==> src/microstep_pwm_pkg.sv <==
// constants shared by the microstep pwm output block
package microstep_pwm_pkg;

  // ************************************************************
  // bus and register map
  // ************************************************************
  localparam int ADDR_W = 8;
  localparam int DATA_W = 32;
  localparam logic [7:0] OFS_GENERAL_CONFIGURATION = 8'h00;
  localparam logic [7:0] OFS_DRIVE_SCALE = 8'h05;
  localparam logic [7:0] OFS_FULL_SCALE_VEL = 8'h17;
  localparam logic [7:0] OFS_PERIOD = 8'h1F;
  localparam logic [7:0] OFS_PWM_STATUS = 8'h30;
  localparam logic [31:0] RST_GENERAL_CONFIGURATION = 32'h0000_0000;
  localparam logic [31:0] RST_DRIVE_SCALE = 32'h0000_0000;
  localparam logic [31:0] RST_FULL_SCALE_VEL = 32'h0000_0000;
  localparam logic [15:0] RST_PERIOD = 16'h0000;

  // ************************************************************
  // field positions
  // ************************************************************
  localparam int BIT_PWM_OUT_EN = 21;
  localparam int BIT_REVERSE_DIR = 28;
  localparam int BIT_SCALE_EN = 8;
  localparam int AMPL_LSB = 16;
  localparam int PERIOD_W = 16;
  localparam int STAT_MSC_LSB = 0;
  localparam int STAT_SCALE_LSB = 10;

  // ************************************************************
  // scale arithmetic, units of 2^-17
  // ************************************************************
  localparam int SCALE_W = 17;
  localparam int MSC_W = 10;
  localparam logic [16:0] SCALE_HALF = 17'h1_0000;
  localparam logic [17:0] DUTY_MID = 18'h1_0000;
  localparam int DUTY_SHIFT = 17;
  localparam int SINE_SHIFT = 8;
  localparam int FRAC_BITS = 16;

  // quarter sine, 17 points, full scale 255
  localparam logic [7:0] SINE_TABLE [0:16] = '{
    8'h00, 8'h19, 8'h32, 8'h4A, 8'h62, 8'h78, 8'h8E, 8'hA2, 8'hB4,
    8'hC5, 8'hD4, 8'hE1, 8'hEC, 8'hF4, 8'hFA, 8'hFE, 8'hFF};

  // divider walk length and bound
  localparam logic [4:0] DIV_STEPS = 5'h10;
  localparam int DIV_LATENCY_MAX = 19;

endpackage : microstep_pwm_pkg

==> src/microstep_sine_table.sv <==
// coarse sine and cosine lookup over one electrical period
module microstep_sine_table
(
  input wire logic [microstep_pwm_pkg::MSC_W-1:0] phase,
  output logic signed [8:0] sine_val,
  output logic signed [8:0] cosine_val
);
  import microstep_pwm_pkg::*;

  // ************************************************************
  // quarter wave folding
  // ************************************************************
  // only 16 points per quarter: finer steps hold the previous value
  function automatic logic signed [8:0] wave(input logic [9:0] ph);
    logic [4:0] idx;
    logic [7:0] mag;
    idx = ph[8] ? (5'h10 - {1'b0, ph[7:4]}) : {1'b0, ph[7:4]};
    mag = SINE_TABLE[idx];
    wave = ph[9] ? -$signed({1'b0, mag}) : $signed({1'b0, mag});
  endfunction : wave

  always_comb
  begin
    sine_val = wave(phase);
    // cosine leads sine by a quarter period
    cosine_val = wave(phase + 10'h100);
  end

endmodule : microstep_sine_table

==> src/velocity_ratio_div.sv <==
// free running divider: |velocity| / full scale velocity as 0.16 fraction
module velocity_ratio_div
(
  input wire logic ref_clk,
  input wire logic nrst,
  input wire logic [31:0] dividend,
  input wire logic [31:0] divisor,
  output logic [microstep_pwm_pkg::SCALE_W-1:0] frac,
  output logic frac_valid
);
  import microstep_pwm_pkg::*;

  typedef enum logic [2:0] {
    ST_IDLE = 3'b001,
    ST_RUN = 3'b010,
    ST_DONE = 3'b100
  } div_state_t;

  typedef struct packed {
    div_state_t st;
    logic [32:0] rem;
    logic [31:0] dsr;
    logic [16:0] quo;
    logic [4:0] n;
    logic valid;
  } div_t;

  div_t s_q;
  div_t s_d;
  logic [32:0] rem2;

  // ************************************************************
  // restoring division, one quotient bit a cycle
  // ************************************************************
  always_comb
  begin
    s_d = s_q;
    s_d.valid = 1'b0;
    rem2 = {s_q.rem[31:0], 1'b0};
    case (s_q.st)
      ST_IDLE:
      begin
        s_d.dsr = divisor;
        s_d.quo = 17'h0_0000;
        s_d.n = DIV_STEPS;
        s_d.rem = {1'b0, dividend};
        // at or past full scale velocity the ratio saturates
        if ((divisor == 32'h0000_0000) || (dividend >= divisor))
        begin
          s_d.quo = SCALE_HALF;
          s_d.st = ST_DONE;
        end
        else
        begin
          s_d.st = ST_RUN;
        end
      end
      ST_RUN:
      begin
        if (rem2 >= {1'b0, s_q.dsr})
        begin
          s_d.rem = rem2 - {1'b0, s_q.dsr};
          s_d.quo = {s_q.quo[15:0], 1'b1};
        end
        else
        begin
          s_d.rem = rem2;
          s_d.quo = {s_q.quo[15:0], 1'b0};
        end
        s_d.n = s_q.n - 5'h01;
        if (s_q.n == 5'h01)
        begin
          s_d.st = ST_DONE;
        end
      end
      ST_DONE:
      begin
        s_d.valid = 1'b1;
        s_d.st = ST_IDLE;
      end
      default:
      begin
        s_d.st = ST_IDLE;
      end
    endcase
  end

  always_ff @(posedge ref_clk)
  begin
    if (!nrst)
    begin
      s_q <= '{st: ST_IDLE, rem: 33'h0_0000_0000, dsr: 32'h0000_0000,
               quo: 17'h0_0000, n: 5'h00, valid: 1'b0};
    end
    else
    begin
      s_q <= s_d;
    end
  end

  assign frac = s_q.quo;
  assign frac_valid = s_q.valid;

  // ************************************************************
  // checks
  // ************************************************************
  // local copy so the delay range bound is a plain constant of this file
  localparam int LAT_MAX = DIV_LATENCY_MAX;
endmodule : velocity_ratio_div

==> src/microstep_pwm_output.sv <==
// two channel microstep pwm output with velocity scaling
//
// Local design decision: the address-and-strobe port.
module microstep_pwm_output
(
  input wire logic ref_clk,
  input wire logic nrst,
  input wire logic [microstep_pwm_pkg::ADDR_W-1:0] reg_addr,
  input wire logic [microstep_pwm_pkg::DATA_W-1:0] reg_wdata,
  input wire logic reg_wr,
  input wire logic reg_rd,
  output logic [microstep_pwm_pkg::DATA_W-1:0] reg_rdata,
  input wire logic signed [31:0] internal_velocity,
  input wire logic step_signal,
  input wire logic direction_signal,
  output logic coil_a_output,
  output logic coil_b_output
);
  import microstep_pwm_pkg::*;

  typedef struct packed {
    logic [31:0] gen;
    logic [31:0] scf;
    logic [31:0] vmax;
    logic [15:0] per;
    logic [15:0] cnt;
    logic [9:0] msc;
    logic [16:0] scale;
    logic [15:0] thr_a;
    logic [15:0] thr_b;
    logic out_a;
    logic out_b;
    logic [31:0] rdata;
  } pwm_state_t;

  pwm_state_t s_q;
  pwm_state_t s_d;

  logic signed [8:0] sine_val;
  logic signed [8:0] cosine_val;
  logic [16:0] frac;
  logic frac_valid;
  logic [31:0] vel_abs;
  logic pwm_en;
  logic wrap;
  logic pwm_a_raw;
  logic pwm_b_raw;
  logic [16:0] amp1;
  logic [33:0] span_prod;
  logic [17:0] duty_a;
  logic [17:0] duty_b;

  // ************************************************************
  // helpers
  // ************************************************************
  function automatic logic [17:0] duty_of(input logic [16:0] scl,
                                          input logic signed [8:0] wv);
    logic signed [27:0] p;
    logic signed [27:0] sh;
    p = $signed({1'b0, scl}) * wv;
    sh = p >>> SINE_SHIFT;
    // |wave| <= 255 < 256 keeps duty inside mid +/- scale
    duty_of = 18'(DUTY_MID + 18'(sh));
  endfunction : duty_of

  function automatic logic [15:0] thr_of(input logic [15:0] per,
                                         input logic [17:0] duty);
    logic [33:0] p;
    p = {18'h0_0000, per} * {16'h0000, duty};
    thr_of = p[DUTY_SHIFT +: PERIOD_W];
  endfunction : thr_of

  // ************************************************************
  // submodules
  // ************************************************************
  microstep_sine_table u_table
  (
    .phase(s_q.msc),
    .sine_val(sine_val),
    .cosine_val(cosine_val)
  );

  velocity_ratio_div u_div
  (
    .ref_clk(ref_clk),
    .nrst(nrst),
    .dividend(vel_abs),
    .divisor(s_q.vmax),
    .frac(frac),
    .frac_valid(frac_valid)
  );

  // ************************************************************
  // datapath
  // ************************************************************
  always_comb
  begin
    vel_abs = internal_velocity[31] ? 32'(-internal_velocity) : internal_velocity;
    pwm_en = s_q.gen[BIT_PWM_OUT_EN];
    wrap = (s_q.per != 16'h0000) && (s_q.cnt >= s_q.per - 16'h0001);
    pwm_a_raw = s_q.cnt < s_q.thr_a;
    pwm_b_raw = s_q.cnt < s_q.thr_b;
    amp1 = {1'b0, s_q.scf[AMPL_LSB +: 16]} + 17'h0_0001;
    span_prod = {17'h0_0000, SCALE_HALF - amp1} * {17'h0_0000, frac};
    duty_a = duty_of(s_q.scale, sine_val);
    duty_b = duty_of(s_q.scale, cosine_val);
  end

  // ************************************************************
  // next state
  // ************************************************************
  always_comb
  begin
    s_d = s_q;

    // register writes
    if (reg_wr)
    begin
      case (reg_addr)
        OFS_GENERAL_CONFIGURATION: s_d.gen = reg_wdata;
        OFS_DRIVE_SCALE: s_d.scf = reg_wdata;
        OFS_FULL_SCALE_VEL: s_d.vmax = reg_wdata;
        OFS_PERIOD: s_d.per = reg_wdata[PERIOD_W-1:0];
        default: s_d.gen = s_q.gen;
      endcase
    end

    // read data stands for exactly one cycle
    s_d.rdata = 32'h0000_0000;
    if (reg_rd)
    begin
      case (reg_addr)
        OFS_GENERAL_CONFIGURATION: s_d.rdata = s_q.gen;
        OFS_DRIVE_SCALE: s_d.rdata = s_q.scf;
        OFS_FULL_SCALE_VEL: s_d.rdata = s_q.vmax;
        OFS_PERIOD: s_d.rdata = {16'h0000, s_q.per};
        OFS_PWM_STATUS:
        begin
          s_d.rdata[STAT_MSC_LSB +: MSC_W] = s_q.msc;
          s_d.rdata[STAT_SCALE_LSB +: SCALE_W] = s_q.scale;
        end
        default: s_d.rdata = 32'h0000_0000;
      endcase
    end

    // microstep position follows velocity sign, optionally reversed
    if (step_signal)
    begin
      if (internal_velocity[31] ^ s_q.gen[BIT_REVERSE_DIR])
      begin
        s_d.msc = s_q.msc - 10'h001;
      end
      else
      begin
        s_d.msc = s_q.msc + 10'h001;
      end
    end

    // scale refreshed whenever a new velocity ratio is ready
    if (frac_valid)
    begin
      if (s_q.scf[BIT_SCALE_EN])
      begin
        s_d.scale = 17'(amp1 + 17'(span_prod >> FRAC_BITS));
      end
      else
      begin
        s_d.scale = SCALE_HALF;
      end
    end

    // period counter; thresholds change only at a period boundary or when the period is zero
    // so a duty never glitches mid period
    if (s_q.per == 16'h0000)
    begin
      s_d.cnt = 16'h0000;
      s_d.thr_a = 16'h0000;
      s_d.thr_b = 16'h0000;
    end
    else if (wrap)
    begin
      s_d.cnt = 16'h0000;
      s_d.thr_a = thr_of(s_q.per, duty_a);
      s_d.thr_b = thr_of(s_q.per, duty_b);
    end
    else
    begin
      s_d.cnt = s_q.cnt + 16'h0001;
    end

    // pin multiplexing
    if (pwm_en)
    begin
      s_d.out_a = pwm_a_raw;
      s_d.out_b = pwm_b_raw;
    end
    else
    begin
      s_d.out_a = step_signal;
      s_d.out_b = direction_signal;
    end
  end

  // ************************************************************
  // state register
  // ************************************************************
  always_ff @(posedge ref_clk)
  begin
    if (!nrst)
    begin
      s_q <= '{gen: RST_GENERAL_CONFIGURATION, scf: RST_DRIVE_SCALE, vmax: RST_FULL_SCALE_VEL,
               per: RST_PERIOD, cnt: 16'h0000, msc: 10'h000, scale: SCALE_HALF,
               thr_a: 16'h0000, thr_b: 16'h0000, out_a: 1'b0, out_b: 1'b0,
               rdata: 32'h0000_0000};
    end
    else
    begin
      s_q <= s_d;
    end
  end

  assign reg_rdata = s_q.rdata;
  assign coil_a_output = s_q.out_a;
  assign coil_b_output = s_q.out_b;
endmodule : microstep_pwm_output

==> config.mk <==
export PLATFORM = sky130hd
export DESIGN_NAME = microstep_pwm_output
export DESIGN_NICKNAME = d
export VERILOG_FILES = /design/src/microstep_pwm_pkg.sv /design/src/microstep_sine_table.sv /design/src/velocity_ratio_div.sv /design/src/microstep_pwm_output.sv
export SDC_FILE = /design/constraint.sdc
export NUM_CORES = 2
export LEC_CHECK = 0
export ABC_CLOCK_PERIOD_IN_PS = 38700
export BUFFER_PORTS_ARGS = -buffer_cell sky130_fd_sc_hd__buf_4
export CAP_MARGIN = 0
export CORE_MARGIN = 2
export CORE_UTILIZATION = 30
export DETAILED_ROUTE_END_ITERATION = 7
export PLACE_DENSITY = 0.44
export SYNTH_ARGS = -nofsm -noshare
export SYNTH_HDL_FRONTEND = slang
export SYNTH_HIERARCHICAL = 1
export SYNTH_SLANG_ARGS = --single-unit
==> constraint.sdc <==
create_clock -name ref_clk -period 38.7 [get_ports ref_clk]
set_input_delay 1.935 -clock ref_clk [delete_from_list [all_inputs] [get_ports ref_clk]]
set_output_delay 1.935 -clock ref_clk [all_outputs]
set_load 0.05 [all_outputs]
==> metrics.md <==
| Metric | Value |
|---|---|
| Status | complete, no violations |
| Cell mode on critical path | fa_1 |
| Post-layout min period | about 15 ns |
| Synth unique cells | roughly 100 |
| RD Place Congestion | 0.8651 |
| Crit path DAT | between 15 and 20 ns |
| Via/cell ratio | a little under 5 |
| Final core occ | 0.3278 |
| Yosys top cell area share | 0.3141 |
| Area Overhead vs Synth | 8.878% |
| WL met1 | 78.12 mm |
| Die Area | around 190000 um2 |
| CTS hold repair buffers | 0 |
| Hold violation total from the final report | 0 |
| Die Y | roughly 430 um |
| Clock slew at reported path FFs | approximately 0.07 ns |
| Clock Skew | ~0.045 ns |
| TritonCTS Buffers | 45 |
| CP endpoint kind | flip-flop |
| Core Rows | 158 |
| Worst Setup Start Kind | flip-flop |
| CTS tree | yes |
| DR vias | around 43000 |
| Syn Area/Cell | around 8.5 um2 |
| Postcts setup bufs | 0 |
| DIE WIDTH | between 400 and 500 um |
| Cell area power density | ~32 nW/um2 |
| Final Slew Violations | 0 |
| Netlist Area Pre-Place | around 56000 um2 |
| Actual slew at the worst max-slew pin | between 1 and 1.5 ns |
| Post-synth top area cell | fa_1 |
| Synth top area cells | fa_1, ha_1, dfxtp_1, nand2_1, inv_1 |
| Largest delay share family, worst path | adder cells |
| CORE AREA | 185000 um2 |
| Req. time, crit path | about 40 ns |
| Max cap viols | 0 |
| PostCTS Resize Cnt | 0 |
| Achievable Freq | between 60 and 70 MHz |
| GRT Total Usage | 0.1858 |
| Slowest-stage cell, CP | dfxtp_1 |
| Number of global-route vias before repair | between 40000 and 50000 |
| Hold Path Class | flip-flop to flip-flop |
| Static Leak | just under 0.03 uW |
| Number of flops mapped to enable cells by yosys | 0 |
| First-pass GRT wire length | 276.2 mm |
| Clock insertion delay at the later pin of the skew report | roughly 0.65 ns |
| Antenna viol nets, final | 0 |
| # DRC | 0 |
| CTS Buffer Depth | 3 |
| Met3 WL | between 5 and 6 mm |
| WHS | between 0.4 and 0.5 ns |
| Crit share post-route | 0.3909 |
| CTS HTree Levels | 2 |
| HPWL after DPL | between 100 and 150 mm |
| RSZ-0062 raised after global routing | false |
| Layout Nets | ~8000 |
| CP max FO | 18 |
| Largest net degree at the start of global routing | 71 |
| Commonest non-fill, non-tap cells in the layout | nand2_1, inv_1, fa_1 |
| Post-Route WL | approximately 170 mm |
| Routed wire length on met2 | 86.07 mm |
| Max-slew headroom | 0.2068 |
| Initial antenna violation count | 4 |
| Syn Nets | 8100 |
| WP buf/inv | 8 |
| Global route overflow | 0 |
| Number of synthesized register bits | between 300 and 400 |
| Yosys warnings | 6 |
| Most common flop cell mapped by yosys | dfxtp_1 |
| Port Buffers | around 110 |
| DR iter-0 viols | 2653 |
| Cell count after synthesis | around 6600 |
| Io pins | between 100 and 150 |
| Peak VDD IR | 0.1209 mV |
| Starting density of the core | 0.3011 |
| Num Clock Sinks | between 300 and 400 |
| Wire per inst | around 19 um |
| Post-synth ARST share | 0 |
| CP max stage delay | 0.67 ns |
| Number of detailed-route iterations in the first pass | 8 |
| Endpoints failing setup | 0 |
| Crit path kind | flip-flop to flip-flop |
| Placed Instances | around 9000 |
| Top Layer Used | met5 |
| Non-Filler Instances | between 8000 and 9000 |
| Clk root buf | clkbuf_16 |
| Seq/Total Area, Yosys | 0.1118 |
| Commonest non-fill, non-tap cell in the layout | nand2_1 |
| Setup TNS | 0 ns |
| Share of layout cells above drive strength 1 | 0.06041 |
[report_power, final]
part	internal (uW)	switching (uW)	total, uW
Combinational	343	813	1160
Clock	270	183	452
Sequential	327	9.20	336
Total	939	1000	1940
[final timing paths]
path	start	endpoint	slack, ns	depth (start not counted)
setup / recovery	s_q[88]	s_q[65]	23.57	51
hold / removal	u_div/s_q[44]	u_div/s_q[44]	0.45	2
setup reg to reg	s_q[88]	s_q[65]	23.57	51
hold reg to reg	u_div/s_q[44]	u_div/s_q[44]	0.45	2
[flip-flops by register name (all words and copies together) (netlist names)]
name and flops:
u_div/s_q 40, u_div/rem2 32, coil_b_output 1, pwm_en 1, s_q 186, reg_rdata 32, coil_a_output 1, u_div/frac_valid 1
u_div/frac 17
[final cells by class]
| type | instances | area, um2 |
|---|---|---|
| clock buffer | 59 | 1239 |
| sequential | 311 | 6237 |
| multi-input combinational | 4841 | 44030 |
| fill | 19718 | 124400 |
| antenna | 2 | 5.005 |
| timing repair buffer | 243 | 1824 |
| tap | 2480 | 3103 |
| clock inverter | 25 | 360.3 |
| inverter | 1027 | 3855 |
[routing by layer]
layer,global-route usage,vias to the layer above
li1,-,20483
met1,0.2449,21856
met2,0.3259,705
met3,0.02015,151
met4,0.04043,2
met5,0,-
[metrics by stage]
step                      power (uW)  cell area [um2]  worst slack [ns]
after floorplan                 1001            55710             24.57
after global placement          1492            59050             23.70
after detailed placement        1496            59050             23.54
after CTS                       1965            60650             23.48
after global routing            2086            60650             22.53
final                           1944            60650             23.57
[cell usage after synthesis (all sizes together), types with 23 or more instances]
cell type and instances:
nand2 1107, inv 1027, fa 874, ha 575
and2 524, dfxtp 311, clkbuf 295, a21oi 227
nor2 199, xnor2 172, a21boi 120, o21ai 110
buf 99, nor2b 88, nand3 83, xor2 75
a21o 67, nor3 53, and3 52, nand2b 42
a211oi 35, a22oi 35, a222oi 33, nand4 33
or3 28, mux2i 27, nor4 25, o31ai 24
o211ai 23, o21a 23
[worst min-delay path, stage by stage (launching register included)]
cell and delay, ns:
dfxtp_1 0.31, nand2_1 0.05, a21oi_1 0.05
[kinds of logic (layout without fill, tap and decap cells)]
kind of cell	Yosys count	count (layout)	synth area share
buffers and inverters	1421	1354	0.1002
XOR/XNOR	247	247	0.03924
flip-flops	311	311	0.1118
AO/OA/AOI/OAI	834	834	0.1031
AND/OR/NAND/NOR	2284	2284	0.1976
adder cells (fa/ha/maj)	1449	1449	0.4432
other	0	2	0
multiplexers	27	27	0.004851
(Power assumes the default switching activity.)
